## config.mk

```make
export PLATFORM = sky130hd
export DESIGN_NAME = spihc_top
export DESIGN_NICKNAME = d
export VERILOG_FILES = /design/src/shared/spihc_pkg.sv /design/src/shared/spihc_shift_if.sv /design/src/rtl/spihc_engine.sv /design/src/rtl/spihc_top.sv
export SDC_FILE = /design/constraint.sdc
export NUM_CORES = 1
export LEC_CHECK = 0
export BUFFER_PORTS_ARGS = -buffer_cell sky130_fd_sc_hd__buf_2
export CORE_MARGIN = 1.5
export CORE_UTILIZATION = 55
export DETAILED_ROUTE_END_ITERATION = 12
export GPL_TIMING_DRIVEN = 0
export MAX_ROUTING_LAYER = met4
export PLACE_DENSITY_LB_ADDON = 0.15
export REMOVE_ABC_BUFFERS = 1
export SETUP_SLACK_MARGIN = 0.02
export SYNTH_ARGS = -nofsm -noshare
export SYNTH_HDL_FRONTEND = slang
export SYNTH_HIERARCHICAL = 1
export SYNTH_SLANG_ARGS = --single-unit
```

## constraint.sdc

```tcl
create_clock -name clk_sys_in -period 5.74 [get_ports clk_sys_in]
set_clock_uncertainty 0.05 [all_clocks]
set_input_delay 0.287 -clock clk_sys_in [delete_from_list [all_inputs] [get_ports clk_sys_in]]
set_output_delay 0.287 -clock clk_sys_in [all_outputs]
set_load 0.005 [all_outputs]
```

## src/shared/spihc_pkg.sv

```systemverilog
// What this block does
// Bit order control picks MSB or LSB first
// Host-select bit: 0 client, 1 host
// Select low in host clears host, sets done
// Clock-double doubles host serial clock rate
// Divider field gives clock/4, /16, /64, /128
// Interface works only while enable is set
// Buffer mode: two receive, one transmit stage
// Wait-receive 0: first byte is dummy
// Wait-receive 1: first write loads shifter directly
// Select-disable makes host ignore select line
// Mode field sets clock phase and polarity
// Serial clock idles at mode polarity level
// Buffer-mode enables gate flags, else read zero
// Normal mode: enable bit gates done flag
// Done flag set when byte fully shifted
// Done flag also set by select-low in host
// Done cleared by write one or read-then-data
// Collision flag set on write while shifting
// Collision cleared only by read-then-data access
// Interrupt holds while enable and flag set
// Data address maps to shifter or buffers
// Client select high resets transfer, data lost
// Flag register layout follows buffer mode
package spihc_pkg;
	localparam logic [2:0] CTRL_A_IDX = 3'h0;
	localparam logic [2:0] CTRL_B_IDX = 3'h1;
	localparam logic [2:0] IRQ_EN_IDX = 3'h2;
	localparam logic [2:0] FLAG_IDX   = 3'h3;
	localparam logic [2:0] DATA_IDX   = 3'h4;
	localparam int CA_LSBF = 6;
	localparam int CA_HOST = 5;
	localparam int CA_X2   = 4;
	localparam int CA_DIV  = 1;
	localparam int CA_EN   = 0;
	localparam int CB_BUF  = 7;
	localparam int CB_BWR  = 6;
	localparam int CB_SSD  = 2;
	localparam int CB_MODE = 0;
	localparam int IE_NORM = 0;
	localparam int FN_DONE = 7;
	localparam int FN_COL  = 6;
	localparam logic [7:0] CA_MASK   = 8'h77;
	localparam logic [7:0] CB_MASK   = 8'hC7;
	localparam logic [7:0] IE_MASK   = 8'hF1;
	localparam logic [7:0] IE_NMASK  = 8'h01;
	localparam logic [7:0] REG_RST   = 8'h00;
	localparam logic [7:0] DUMMY_B   = 8'h00;
	localparam logic [3:0] SYNC_RST  = 4'h8;
	localparam logic [1:0] RX_DEPTH  = 2'h2;
	localparam logic [4:0] LAST_EDGE = 5'h0F;
	localparam int P_SCK  = 0;
	localparam int P_MOSI = 1;
	localparam int P_MISO = 2;
	localparam int P_SS   = 3;
	localparam logic [7:0] SCK_DIV0 = 8'h04;
	localparam logic [7:0] SCK_DIV1 = 8'h10;
	localparam logic [7:0] SCK_DIV2 = 8'h40;
	localparam logic [7:0] SCK_DIV3 = 8'h80;
	typedef enum logic [0:0] {SPIHC_IDLE = 1'b0, SPIHC_RUN = 1'b1} spihc_eng_t;

	// Cycles per serial clock half period, minus one
	function automatic logic [6:0] half_m1(input logic [1:0] dv, input logic x2);
		logic [7:0] d;
		logic [7:0] h;
		case (dv)
			2'h0: d = SCK_DIV0;
			2'h1: d = SCK_DIV1;
			2'h2: d = SCK_DIV2;
			default: d = SCK_DIV3;
		endcase
		h = x2 ? (d >> 2) : (d >> 1);
		return h[6:0] - 7'h01;
	endfunction
endpackage

```

## src/shared/spihc_shift_if.sv

```systemverilog
interface spihc_shift_if;
	logic       en;
	logic       host;
	logic       lsbf;
	logic       sck_double;
	logic [1:0] mode;
	logic [1:0] sck_divider;
	logic       start;
	logic       abort;
	logic [7:0] txd;
	logic       sck_v;
	logic       mosi_v;
	logic       miso_v;
	logic       ss_v;
	logic       busy;
	logic       done;
	logic [7:0] rxd;
	logic       sck_o;
	logic       sdo;
	modport ctl (output en, host, lsbf, sck_double, mode, sck_divider, start, abort, txd, sck_v, mosi_v, miso_v, ss_v,
		input busy, done, rxd, sck_o, sdo);
	modport eng (input en, host, lsbf, sck_double, mode, sck_divider, start, abort, txd, sck_v, mosi_v, miso_v, ss_v,
		output busy, done, rxd, sck_o, sdo);
endinterface

```

## src/rtl/spihc_engine.sv

```systemverilog
module spihc_engine
	import spihc_pkg::*;
(
	// Clock and reset
	input wire logic   clk_sys_in,
	input wire logic   rst_n_in,
	input wire logic   ce_in,
	// Control side
	spihc_shift_if.eng sh
);
	spihc_eng_t st_q;
	spihc_eng_t st_d;
	logic [6:0] cnt_q;
	logic [6:0] cnt_d;
	logic [4:0] edg_q;
	logic [4:0] edg_d;
	logic [7:0] sr_q;
	logic [7:0] sr_d;
	logic [7:0] rx_q;
	logic [7:0] rx_d;
	logic       ph_q;
	logic       ph_d;
	logic       have_q;
	logic       have_d;
	logic       bit_q;
	logic       bit_d;
	logic       done_q;
	logic       done_d;
	logic       psck_q;
	logic       tick;
	logic       samp;
	logic       nb;

	function automatic logic [7:0] shf(input logic [7:0] s, input logic b, input logic lsbf);
		return lsbf ? {b, s[7:1]} : {s[6:0], b};
	endfunction

	always_comb begin
		st_d   = st_q;
		cnt_d  = cnt_q;
		edg_d  = edg_q;
		sr_d   = sr_q;
		rx_d   = rx_q;
		ph_d   = ph_q;
		have_d = have_q;
		bit_d  = bit_q;
		done_d = 1'b0;
		tick   = sh.host ? (st_q == SPIHC_RUN && cnt_q == 7'h00) : (!sh.ss_v && sh.sck_v != psck_q);
		samp   = (edg_q[0] == sh.mode[0]);
		nb     = sh.host ? sh.miso_v : sh.mosi_v;
		if (st_q == SPIHC_RUN && cnt_q != 7'h00)
			cnt_d = cnt_q - 7'h01;
		if (tick) begin
			cnt_d = half_m1(sh.sck_divider, sh.sck_double);
			ph_d  = ~ph_q;
			st_d  = SPIHC_RUN;
			edg_d = edg_q + 5'h01;
			if (samp) begin
				bit_d  = nb;
				have_d = 1'b1;
			end
			if (!samp && have_q) begin
				sr_d   = shf(sr_q, bit_q, sh.lsbf);
				have_d = 1'b0;
			end
			if (edg_q == LAST_EDGE) begin
				st_d   = SPIHC_IDLE;
				edg_d  = 5'h00;
				have_d = 1'b0;
				ph_d   = 1'b0;
				done_d = 1'b1;
				// A final sampling edge has no setup edge after it; its bit goes to the result only,
				// so the data pin does not move on the edge at which the far side samples it
				rx_d   = samp ? shf(sr_q, nb, sh.lsbf) : sr_d;
			end
		end
		if (sh.abort) begin
			st_d   = SPIHC_IDLE;
			edg_d  = 5'h00;
			have_d = 1'b0;
			ph_d   = 1'b0;
			cnt_d  = 7'h00;
			done_d = 1'b0;
		end
		if (sh.start) begin
			sr_d   = sh.txd;
			cnt_d  = half_m1(sh.sck_divider, sh.sck_double);
			st_d   = sh.host ? SPIHC_RUN : SPIHC_IDLE;
			edg_d  = 5'h00;
			ph_d   = 1'b0;
			have_d = 1'b0;
		end
	end

	always_ff @(posedge clk_sys_in or negedge rst_n_in) begin
		if (!rst_n_in) begin
			st_q   <= SPIHC_IDLE;
			cnt_q  <= 7'h00;
			edg_q  <= 5'h00;
			sr_q   <= 8'h00;
			rx_q   <= 8'h00;
			ph_q   <= 1'b0;
			have_q <= 1'b0;
			bit_q  <= 1'b0;
			done_q <= 1'b0;
			psck_q <= 1'b0;
		end else if (ce_in) begin
			st_q   <= st_d;
			cnt_q  <= cnt_d;
			edg_q  <= edg_d;
			sr_q   <= sr_d;
			rx_q   <= rx_d;
			ph_q   <= ph_d;
			have_q <= have_d;
			bit_q  <= bit_d;
			done_q <= done_d;
			psck_q <= sh.sck_v;
		end
	end

	assign sh.busy  = (st_q == SPIHC_RUN);
	assign sh.done  = done_q;
	assign sh.rxd   = rx_q;
	assign sh.sck_o = sh.mode[1] ^ ph_q;
	assign sh.sdo   = sh.lsbf ? sr_q[0] : sr_q[7];
endmodule

```

## src/rtl/spihc_top.sv

```systemverilog
// Added by the designer: the AHB-Lite interface to the registers.
module spihc_top
	import spihc_pkg::*;
(
	// Clock, reset, enable
	input  wire logic        clk_sys_in,
	input  wire logic        rst_n_in,
	input  wire logic        ce_in,
	// AHB-Lite slave
	input  wire logic        hsel_in,
	input  wire logic [31:0] haddr_in,
	input  wire logic [1:0]  htrans_in,
	input  wire logic        hwrite_in,
	input  wire logic [2:0]  hsize_in,
	input  wire logic [31:0] hwdata_in,
	input  wire logic        hready_in,
	output wire logic        hreadyout_out,
	output wire logic        hresp_out,
	output wire logic [31:0] hrdata_out,
	// Serial pins
	input  wire logic        sck_in,
	output wire logic        sck_out,
	output wire logic        sck_oe_out,
	input  wire logic        mosi_in,
	output wire logic        mosi_out,
	output wire logic        mosi_oe_out,
	input  wire logic        miso_in,
	output wire logic        miso_out,
	output wire logic        miso_oe_out,
	input  wire logic        ss_n_in,
	// Interrupt request
	output wire logic        irq_out
);
	spihc_shift_if sh ();

	logic [3:0]  s1_q;
	logic [3:0]  s1_d;
	logic [3:0]  s2_q;
	logic [3:0]  s2_d;
	logic [3:0]  s3_q;
	logic [3:0]  s3_d;
	logic [3:0]  pin_q;
	logic [3:0]  pin_d;
	logic [3:0]  agree;

	logic        dp_q;
	logic        dp_d;
	logic [2:0]  dpi_q;
	logic [2:0]  dpi_d;
	logic [31:0] hrdata_q;
	logic [31:0] hrdata_d;
	logic [7:0]  ctla_q;
	logic [7:0]  ctla_d;
	logic [7:0]  ctlb_q;
	logic [7:0]  ctlb_d;
	logic [7:0]  ien_q;
	logic [7:0]  ien_d;
	logic        done_f_q;
	logic        done_f_d;
	logic        col_q;
	logic        col_d;
	logic        arm_done_q;
	logic        arm_done_d;
	logic        arm_col_q;
	logic        arm_col_d;
	logic        txc_q;
	logic        txc_d;
	logic        ssf_q;
	logic        ssf_d;
	logic        ovf_q;
	logic        ovf_d;
	logic [7:0]  txb_q;
	logic [7:0]  txb_d;
	logic        txf_q;
	logic        txf_d;
	logic [7:0]  rxb_q [2];
	logic [7:0]  rxb_d [2];
	logic [1:0]  rxn_q;
	logic [1:0]  rxn_d;
	logic [7:0]  rxd_q;
	logic [7:0]  rxd_d;
	logic        full_q;
	logic        full_d;
	logic        primed_q;
	logic        primed_d;

	logic        ap;
	logic        amap;
	logic [2:0]  aidx;
	logic        rd;
	logic        rd_flag;
	logic        rd_data;
	logic        wr_a;
	logic        wr_b;
	logic        wr_ie;
	logic        wr_flag;
	logic        wr_data;
	logic [7:0]  wd;
	logic [7:0]  rv;
	logic        buffered_operation_enable;
	logic        en;
	logic        host;
	logic        ss_hi;
	logic        hostdrop;
	logic        go;
	logic [7:0]  go_txd;
	logic [7:0]  flags_v;

	// Pin synchronisers; a change is taken once the last two stages agree
	always_comb begin
		s1_d  = {ss_n_in, miso_in, mosi_in, sck_in};
		s2_d  = s1_q;
		s3_d  = s2_q;
		agree = s2_q ~^ s3_q;
		pin_d = (pin_q & ~agree) | (s3_q & agree);
	end

	always_ff @(posedge clk_sys_in or negedge rst_n_in) begin
		if (!rst_n_in) begin
			s1_q  <= SYNC_RST;
			s2_q  <= SYNC_RST;
			s3_q  <= SYNC_RST;
			pin_q <= SYNC_RST;
		end else if (ce_in) begin
			s1_q  <= s1_d;
			s2_q  <= s2_d;
			s3_q  <= s3_d;
			pin_q <= pin_d;
		end
	end

	// Bus decode, registers and flags
	always_comb begin
		dp_d       = 1'b0;
		dpi_d      = dpi_q;
		hrdata_d   = 32'h0000_0000;
		ctla_d     = ctla_q;
		ctlb_d     = ctlb_q;
		ien_d      = ien_q;
		done_f_d   = done_f_q;
		col_d      = col_q;
		arm_done_d = arm_done_q;
		arm_col_d  = arm_col_q;
		txc_d      = txc_q;
		ssf_d      = ssf_q;
		ovf_d      = ovf_q;
		txb_d      = txb_q;
		txf_d      = txf_q;
		rxb_d      = rxb_q;
		rxn_d      = rxn_q;
		rxd_d      = rxd_q;
		full_d     = full_q;
		primed_d   = primed_q;
		go         = 1'b0;
		buffered_operation_enable      = ctlb_q[CB_BUF];
		en         = ctla_q[CA_EN];
		host       = ctla_q[CA_HOST];
		ss_hi      = pin_q[P_SS];
		wd         = hwdata_in[7:0];
		go_txd     = wd;

		// Address phase: reads are answered and take their side effects here
		ap      = hsel_in & htrans_in[1] & hready_in;
		aidx    = haddr_in[4:2];
		amap    = (haddr_in[31:5] == 27'h0) && (aidx <= DATA_IDX);
		rd      = ap & ~hwrite_in & amap;
		rd_flag = rd && aidx == FLAG_IDX;
		rd_data = rd && aidx == DATA_IDX;
		if (ap && hwrite_in && amap) begin
			dp_d  = 1'b1;
			dpi_d = aidx;
		end
		wr_a    = dp_q && dpi_q == CTRL_A_IDX;
		wr_b    = dp_q && dpi_q == CTRL_B_IDX;
		wr_ie   = dp_q && dpi_q == IRQ_EN_IDX;
		wr_flag = dp_q && dpi_q == FLAG_IDX;
		wr_data = dp_q && dpi_q == DATA_IDX;

		flags_v = buffered_operation_enable ? {rxn_q != 2'h0, txc_q, ~txf_q, ssf_q, 3'h0, ovf_q}
			: {done_f_q, col_q, 6'h00};
		case (aidx)
			CTRL_A_IDX: rv = ctla_q;
			CTRL_B_IDX: rv = ctlb_q;
			IRQ_EN_IDX: rv = ien_q & (buffered_operation_enable ? IE_MASK : IE_NMASK);
			FLAG_IDX:   rv = flags_v;
			DATA_IDX:   rv = buffered_operation_enable ? rxb_q[0] : rxd_q;
			default:    rv = 8'h00;
		endcase
		if (rd)
			hrdata_d = {24'h00_0000, rv};

		if (wr_a)
			ctla_d = wd & CA_MASK;
		if (wr_b)
			ctlb_d = wd & CB_MASK;
		if (wr_ie)
			ien_d = wd & IE_MASK;

		// Write-one-to-clear; any set below in the same cycle wins
		if (wr_flag) begin
			if (!buffered_operation_enable && wd[FN_DONE])
				done_f_d = 1'b0;
			if (buffered_operation_enable) begin
				if (wd[7])
					rxn_d = 2'h0;
				if (wd[6])
					txc_d = 1'b0;
				if (wd[4])
					ssf_d = 1'b0;
				if (wd[0])
					ovf_d = 1'b0;
			end
		end

		// Flag read arms the clear; the next data access completes it
		if ((rd_data || wr_data) && !buffered_operation_enable) begin
			if (arm_done_q)
				done_f_d = 1'b0;
			if (arm_col_q)
				col_d = 1'b0;
			arm_done_d = 1'b0;
			arm_col_d  = 1'b0;
		end
		if (rd_flag && !buffered_operation_enable) begin
			arm_done_d = done_f_q;
			arm_col_d  = col_q;
		end

		// Data writes
		if (wr_data) begin
			if (!buffered_operation_enable) begin
				if (sh.busy)
					col_d = 1'b1;
				else
					go = 1'b1;
			end else if (!txf_q) begin
				txb_d = wd;
				txf_d = 1'b1;
			end
		end

		// Receive buffer pop on a data read
		if (rd_data && buffered_operation_enable) begin
			ovf_d = 1'b0;
			if (rxn_q != 2'h0) begin
				rxb_d[0] = rxb_q[1];
				rxn_d    = rxn_q - 2'h1;
			end
		end

		// End of a byte
		if (sh.done) begin
			full_d   = 1'b0;
			primed_d = 1'b1;
			if (!buffered_operation_enable) begin
				done_f_d = 1'b1;
				rxd_d    = sh.rxd;
			end else begin
				if (rxn_d < RX_DEPTH) begin
					rxb_d[rxn_d[0]] = sh.rxd;
					rxn_d           = rxn_d + 2'h1;
				end else begin
					ovf_d = 1'b1;
				end
				if (!txf_q)
					txc_d = 1'b1;
			end
		end

		// Move the transmit buffer into the shifter once it is free
		if (buffered_operation_enable && en && txf_q && !full_q && !sh.busy) begin
			if (primed_q || (ctlb_q[CB_BWR] && ss_hi)) begin
				go     = 1'b1;
				go_txd = txb_q;
				txf_d  = 1'b0;
			end else if (host && !ctlb_q[CB_BWR]) begin
				// A host must clock a dummy byte before the buffered one can go
				go     = 1'b1;
				go_txd = DUMMY_B;
			end
		end
		if (go)
			full_d = 1'b1;

		// Select pulled low while hosting hands the bus over
		hostdrop = en & host & ~ctlb_q[CB_SSD] & ~ss_hi;
		if (hostdrop) begin
			ctla_d[CA_HOST] = 1'b0;
			if (buffered_operation_enable)
				ssf_d = 1'b1;
			else
				done_f_d = 1'b1;
		end

		// Without enable the shifter holds nothing the buffer must wait for
		if (!en) begin
			full_d   = 1'b0;
			primed_d = 1'b0;
		end
		if (!buffered_operation_enable)
			primed_d = 1'b0;
	end

	always_ff @(posedge clk_sys_in or negedge rst_n_in) begin
		if (!rst_n_in) begin
			dp_q       <= 1'b0;
			dpi_q      <= 3'h0;
			hrdata_q   <= 32'h0000_0000;
			ctla_q     <= REG_RST;
			ctlb_q     <= REG_RST;
			ien_q      <= REG_RST;
			done_f_q   <= 1'b0;
			col_q      <= 1'b0;
			arm_done_q <= 1'b0;
			arm_col_q  <= 1'b0;
			txc_q      <= 1'b0;
			ssf_q      <= 1'b0;
			ovf_q      <= 1'b0;
			txb_q      <= REG_RST;
			txf_q      <= 1'b0;
			rxb_q[0]   <= REG_RST;
			rxb_q[1]   <= REG_RST;
			rxn_q      <= 2'h0;
			rxd_q      <= REG_RST;
			full_q     <= 1'b0;
			primed_q   <= 1'b0;
		end else if (ce_in) begin
			dp_q       <= dp_d;
			dpi_q      <= dpi_d;
			hrdata_q   <= hrdata_d;
			ctla_q     <= ctla_d;
			ctlb_q     <= ctlb_d;
			ien_q      <= ien_d;
			done_f_q   <= done_f_d;
			col_q      <= col_d;
			arm_done_q <= arm_done_d;
			arm_col_q  <= arm_col_d;
			txc_q      <= txc_d;
			ssf_q      <= ssf_d;
			ovf_q      <= ovf_d;
			txb_q      <= txb_d;
			txf_q      <= txf_d;
			rxb_q      <= rxb_d;
			rxn_q      <= rxn_d;
			rxd_q      <= rxd_d;
			full_q     <= full_d;
			primed_q   <= primed_d;
		end
	end

	// Shift engine hookup
	assign sh.en     = en;
	assign sh.host   = host;
	assign sh.lsbf   = ctla_q[CA_LSBF];
	assign sh.sck_double  = ctla_q[CA_X2];
	assign sh.sck_divider  = ctla_q[CA_DIV +: 2];
	assign sh.mode   = ctlb_q[CB_MODE +: 2];
	assign sh.start  = go;
	assign sh.txd    = go_txd;
	assign sh.abort  = ~en | hostdrop | (~host & ss_hi);
	assign sh.sck_v  = pin_q[P_SCK];
	assign sh.mosi_v = pin_q[P_MOSI];
	assign sh.miso_v = pin_q[P_MISO];
	assign sh.ss_v   = ss_hi;

	spihc_engine u_engine (
		.clk_sys_in (clk_sys_in),
		.rst_n_in   (rst_n_in),
		.ce_in      (ce_in),
		.sh         (sh)
	);

	// Pins: host drives clock and data out, a selected client drives its reply
	assign sck_out     = sh.sck_o;
	assign sck_oe_out  = en & host;
	assign mosi_out    = sh.sdo;
	assign mosi_oe_out = en & host;
	assign miso_out    = sh.sdo;
	assign miso_oe_out = en & ~host & ~ss_hi;

	// Stalling the bus while frozen keeps the master from losing a transfer
	assign hreadyout_out = ce_in;
	assign hresp_out     = 1'b0;
	assign hrdata_out    = hrdata_q;

	assign irq_out = buffered_operation_enable ? |(flags_v[7:4] & ien_q[7:4])
		: (ien_q[IE_NORM] & done_f_q);
endmodule

```

Word-level counts from Yosys, hierarchy flattened
Cells that the tools add are included.
{"block": "classes", "n_addsub": 6, "n_lt_le_gt_ge": 4, "n_eq_ne": 15, "n_mux": 118, "bitwise_logic": 30, "n_reduce_logical": 64}
{"cell": "2-to-1 mux 8 bit", "count": 18}
{"cell": "2-to-1 mux 1 bit", "count": 74}
{"cell": "2-to-1 mux 16 bit", "count": 3}
{"cell": "2-to-1 mux 7 bit", "count": 6}
{"cell": "case mux 8 bit (5 select lines)", "count": 1}
{"cell": "logical NOT 27 bit", "count": 1}
{"cell": "logical AND 1 bit", "count": 25}
{"cell": "case mux 8 bit (3 select lines)", "count": 1}
{"cell": "AND reduction 2 bit", "count": 11}
{"cell": "subtractor 7 x 1 -> 7 bit (second input constant)", "count": 3}
{"cell": "2-to-1 mux 5 bit", "count": 4}
{"cell": "bitwise mux 16 bit", "count": 1}
{"cell": "2-to-1 mux 2 bit", "count": 8}
{"cell": "AND 4 bit", "count": 3}
{"cell": "== test 3 x 2 -> 1 bit (second input constant)", "count": 4}
{"cell": "AND reduction 3 bit", "count": 4}
{"cell": "AND 1 bit", "count": 11}
{"cell": "AND 8 bit", "count": 1}
{"cell": "demux 8 bit (select 1 bit)", "count": 1}
{"cell": "inverter 1 bit", "count": 8}
{"cell": "AND reduction 4 bit", "count": 2}
{"cell": "nonzero test 2 bit", "count": 4}
{"cell": "logical NOT 7 bit", "count": 1}
{"cell": "nonzero test 7 bit", "count": 1}
{"cell": "31 further kinds", "count": 41}
{"block": "word_totals", "reg_bits": 146, "in_bits": 79, "out_inout_bits": 41, "word_cells": 273}

Depth between registers and ports, before layout
{"block": "logic_depth", "word_depth": 16, "depth_mapped": 12, "mapped_depth_nobuf": 10}

Cells and area by module
Netlist, hierarchy kept.
{"module": "spihc_top", "instances": 1, "cells_each": 426, "area_each_um2": 4623.2, "seq_area_each_um2": 2207.1}
{"module": "spihc_engine", "instances": 1, "cells_each": 220, "area_each_um2": 1993.2, "seq_area_each_um2": 850.8}

Worst setup path after synthesis
OpenSTA, ideal clock, no wires.
{"block": "synth_path", "kind": "register -> register", "startpoint": "register txf_q", "endpoint": "register u_engine.edg_q[3]", "setup_time_ps": 124, "arrival_ps": 2458, "required_ps": 5566, "slack_ps": 3108, "path_stages_with_launch": 12, "path_buffers": 3, "synth_period_minus_slack_ps": 2632, "cell_sequence": "dfrtp_1 inv_1 or4_1 a21o_1 clkbuf_1 o31ai_1 buf_2 nor2_1 o31ai_1 o21ai_0 buf_2 a211o_1"}
{"block": "synth_via", "elab_chain_len": 6, "elab_cells_between_ends": 7, "cone_classes": "mux (2); reduce/logical (5)"}
{"element": "from (decl)", "line": "spihc_top.sv:74", "source": "logic txf_q;"}
{"element": "from (signal assigned)", "line": "spihc_top.sv:342", "source": "txf_q <= txf_d;"}
{"element": "logical AND 1 bit * (3 in a row)", "line": "spihc_top.sv:271", "source": "if (buffered_operation_enable && en && txf_q && !full_q && !sh.busy) begin"}
{"element": "2-to-1 mux 1 bit *", "line": "spihc_top.sv:271"}
{"element": "net go", "line": "spihc_top.sv:105", "source": "logic go;"}
{"element": "nonzero test 3 bit (no line)"}
{"element": "AND reduction 2 bit (no line)"}
{"element": "to (signal assigned)", "line": "spihc_engine.sv:110", "source": "edg_q <= edg_d;"}
{"element": "to (decl)", "line": "spihc_engine.sv:15", "source": "logic [4:0] edg_q;"}
The timed path passes the listed nets; every way through them passes the cells marked *.
A chain may end at the register's enable or synchronous reset.

Final worst setup path
{"block": "layout_path", "startpoint": "register ctlb_q[7]", "endpoint": "register u_engine.edg_q[3]"}
{"block": "layout_via", "elab_chain_len": 7, "elab_cells_between_ends": 12, "cone_classes": "mux (6); reduce/logical (6)"}
{"element": "from (decl)", "line": "spihc_top.sv:54", "source": "logic [7:0] ctlb_q;"}
{"element": "from (signal assigned)", "line": "spihc_top.sv:332", "source": "ctlb_q <= ctlb_d;"}
{"element": "2-to-1 mux 1 bit or logical AND 1 bit (tied branches)", "line": "spihc_top.sv:231, spihc_top.sv:271"}
{"element": "2-to-1 mux 1 bit or logical AND 1 bit (tied branches)", "line": "spihc_top.sv:230, spihc_top.sv:271"}
{"element": "2-to-1 mux 1 bit or logical AND 1 bit (tied branches)", "line": "spihc_top.sv:276, spihc_top.sv:271"}
{"element": "2-to-1 mux 1 bit or logical AND 1 bit (tied branches)", "line": "spihc_top.sv:272, spihc_top.sv:271"}
{"element": "2-to-1 mux 1 bit *", "line": "spihc_top.sv:271"}
{"element": "net go", "line": "spihc_top.sv:105"}
{"element": "nonzero test 3 bit (no line)"}
{"element": "AND reduction 2 bit (no line)"}
Marks and branches as above.

==> impl_metrics.json <==
{
  "num_rows": 39,
  "postRouteAntennaNets": 0,
  "drive_above_1_share_pct": 26.6,
  "area_growth_pct": 13.3,
  "via_count": 5156,
  "post-dp-hpwl_mm": 10.8,
  "n_antenna_cell": 0,
  "total_power_mw": 2.52,
  "synth_edf_count": 0,
  "cts_root_buf": "clkbuf_16",
  "die_area_um2": 12700,
  "syn-cell-area_um2": 6620,
  "final_common_cell": "dfrtp_1",
  "synth_cells": 646,
  "grt_start_max_net_pins": 67,
  "status": "finished, final reports clean",
  "dr.pass1.iters": 5,
  "layout_common_cells": "dfrtp_1, buf_2, nor2_1",
  "rsz0062_at_grt": "false",
  "ys_warn_count": 6,
  "die_h_um": 113,
  "critical_path_arrival_ns": 4.28,
  "avgViaCountPerCell": 6.02,
  "clock-sinks": 122,
  "grt_pass1_vias": 5067,
  "portBuffers": 64,
  "maxCapViolations": 0,
  "start_kind": "flop",
  "powerDensity_nw_per_um2": 336,
  "power_leakage_nw": 3.44,
  "core_area_um2": 11600,
  "yosysSeqAreaShare_pct": 46.2,
  "fmax_mhz": 251,
  "crit_fanout": 30,
  "cts_buffers": 17,
  "slew_viol_final": 0,
  "hold_path.class": "in2reg",
  "antenna_found_initial": 0,
  "cts_tree": "yes",
  "dieWidth_um": 113,
  "synth_seq_cells": 122,
  "post_cts_buffers": 0,
  "post_drt_wl_per_cell_um": 18.3,
  "timing.final.crit_share_pct": 69.3,
  "clock_latency_ns": 0.42,
  "final_core_utilization_pct": 64.8,
  "path_clk_slew_ns": 0.05,
  "cts_max_path_buffers": 2,
  "initial_core_util_pct": 57.2,
  "worstPathRequired_ns": 6.05,
  "ys_async_sr_fraction_pct": 100,
  "drt_iter0_markers": 468,
  "ir_worst_vdd_mv": 0.243,
  "hold_viol": 0,
  "critPathCaptureType": "flop",
  "worstMarginPinSlew_ns": 1.17,
  "h-tree-depth": 4,
  "overflow": 0,
  "syn_avg_cell_area_um2": 10.2,
  "setup_viol": 0,
  "max-slew-margin-rel_pct": 21.6,
  "synthFlopType": "dfrtp_1",
  "nets": 782,
  "critPathKind": "reg2reg",
  "synth_cell_types": 76,
  "final.setup.tns_ns": 0,
  "wl_mm": 15.7,
  "period_minus_slack_ns": 3.98,
  "drc": 0,
  "nFillCells": 926,
  "place_congestion": 0.882,
  "io_pins": 120,
  "grt_pass1_wl_mm": 25.6,
  "grt_usage_pct": 27.0
}
[cells in the mapped netlist, types with 8 or more instances]
| master | count | area share [%] |
|---|---|---|
| nand2_1 | 47 | 2.7 |
| nor2b_1 | 10 | 0.95 |
| nand2b_1 | 15 | 1.4 |
| a21oi_1 | 36 | 2.7 |
| or2_2 | 9 | 0.85 |
| clkbuf_1 | 17 | 0.96 |
| buf_4 | 28 | 3.2 |
| nor2_1 | 52 | 3.0 |
| inv_1 | 31 | 1.8 |
| a221oi_2 | 8 | 1.8 |
| mux2i_1 | 14 | 2.1 |
| nand3_1 | 11 | 0.83 |
| dfrtp_1 | 118 | 45 |
| nor3_1 | 13 | 0.98 |
| a22o_1 | 8 | 1.1 |
| mux2_2 | 49 | 8.3 |
| o21ai_0 | 42 | 3.2 |
[through the flow]
| step | worst slack [ns] | hold slack, ns | std cells | cell area (um2) |
|---|---|---|---|---|
| 2_1_floorplan | 2.65 | -0.0586 | 615 | 6370 |
| 3_3_place_gp | 1.77 | 0.418 | 822 | 6870 |
| 5_1_grt | 1.41 | 0.0389 | 856 | 7500 |
| 6_report | 1.76 | 0.0474 | 856 | 7500 |
| 4_1_cts | 1.77 | 0.0353 | 856 | 7500 |
| 3_5_place_dp | 1.90 | 0.231 | 823 | 6910 |
[final cells by class]
class                   instances  area [um2]  area share, %
repair buffers                 66         364           4.86
multi-input cells             462        3200           42.7
flip-flops and latches        122        3060           40.8
inverters                      31         116           1.55
clock buffers                  29         510           6.81
clock inverters                 3        65.1          0.868
well taps                     143         179           2.39
[worst paths after layout]
kind | start | end | depth (start not counted) | slack (ns)
min reg2reg | u_engine/cnt_q[6] | u_engine/cnt_q[6] | 1 | 0.44
min | miso_in | s1_q[2] | 2 | 0.05
max | ctlb_q[7] | u_engine/edg_q[3] | 9 | 1.76
max reg2reg | ctlb_q[7] | u_engine/edg_q[3] | 9 | 1.76
min in group asynchronous | rst_n_in | rxn_q[0] | 2 | 0.35
max in group asynchronous | rst_n_in | async pin | 3 | 4.53
[cell families (layout without fill, tap and decap cells)]
group	after synthesis	after routing	synth area share (%)
buffers and inverters	86	129	6.81
and+or+nand+nor	196	196	15.9
xor gates and xnor gates	4	4	0.530
adders and majority gates	3	3	0.567
DFF	122	122	46.2
AOI/OAI and AO/OA	163	163	17.7
other	1	25	0.0567
muxes	71	71	12.2
[power breakdown]
| group | total [mW] | internal, mW | switching [mW] |
|---|---|---|---|
| sequential | 1.02 | 0.937 | 0.0850 |
| clock | 1.05 | 0.685 | 0.368 |
| combinational | 0.447 | 0.185 | 0.262 |
[critical path, cell delays in order (launching register included)]
cell and delay (ns):
dfrtp_1 1.04, nand2_1 0.13, or4_1 0.46, a21o_1 0.30, o31ai_2 0.30, nor2_1 0.19
o31ai_1 0.25, o21ai_0 0.53, nor4_1 0.51, a211o_1 0.15
[per-layer routing]
layer | part of all wire (%) | vias up | wire [um] | global-route usage [%]
li1 | - | 2403 | - | -
met1 | 42 | 2544 | 6540 | 32.6
met2 | 51 | 178 | 7930 | 45.0
met3 | 5.5 | 31 | 860 | 4.97
met4 | 2.4 | 0 | 369 | 11.0
met5 | 0 | - | 0 | -
[repair_timing]
item | CTS | global route
hold endpoints to repair | 56 | 0
resized for setup | 0 | 0
hold buffers | 1 | 0
endpoints found under the setup margin | 0 | 0
Power figures use the tool's default switching activity.
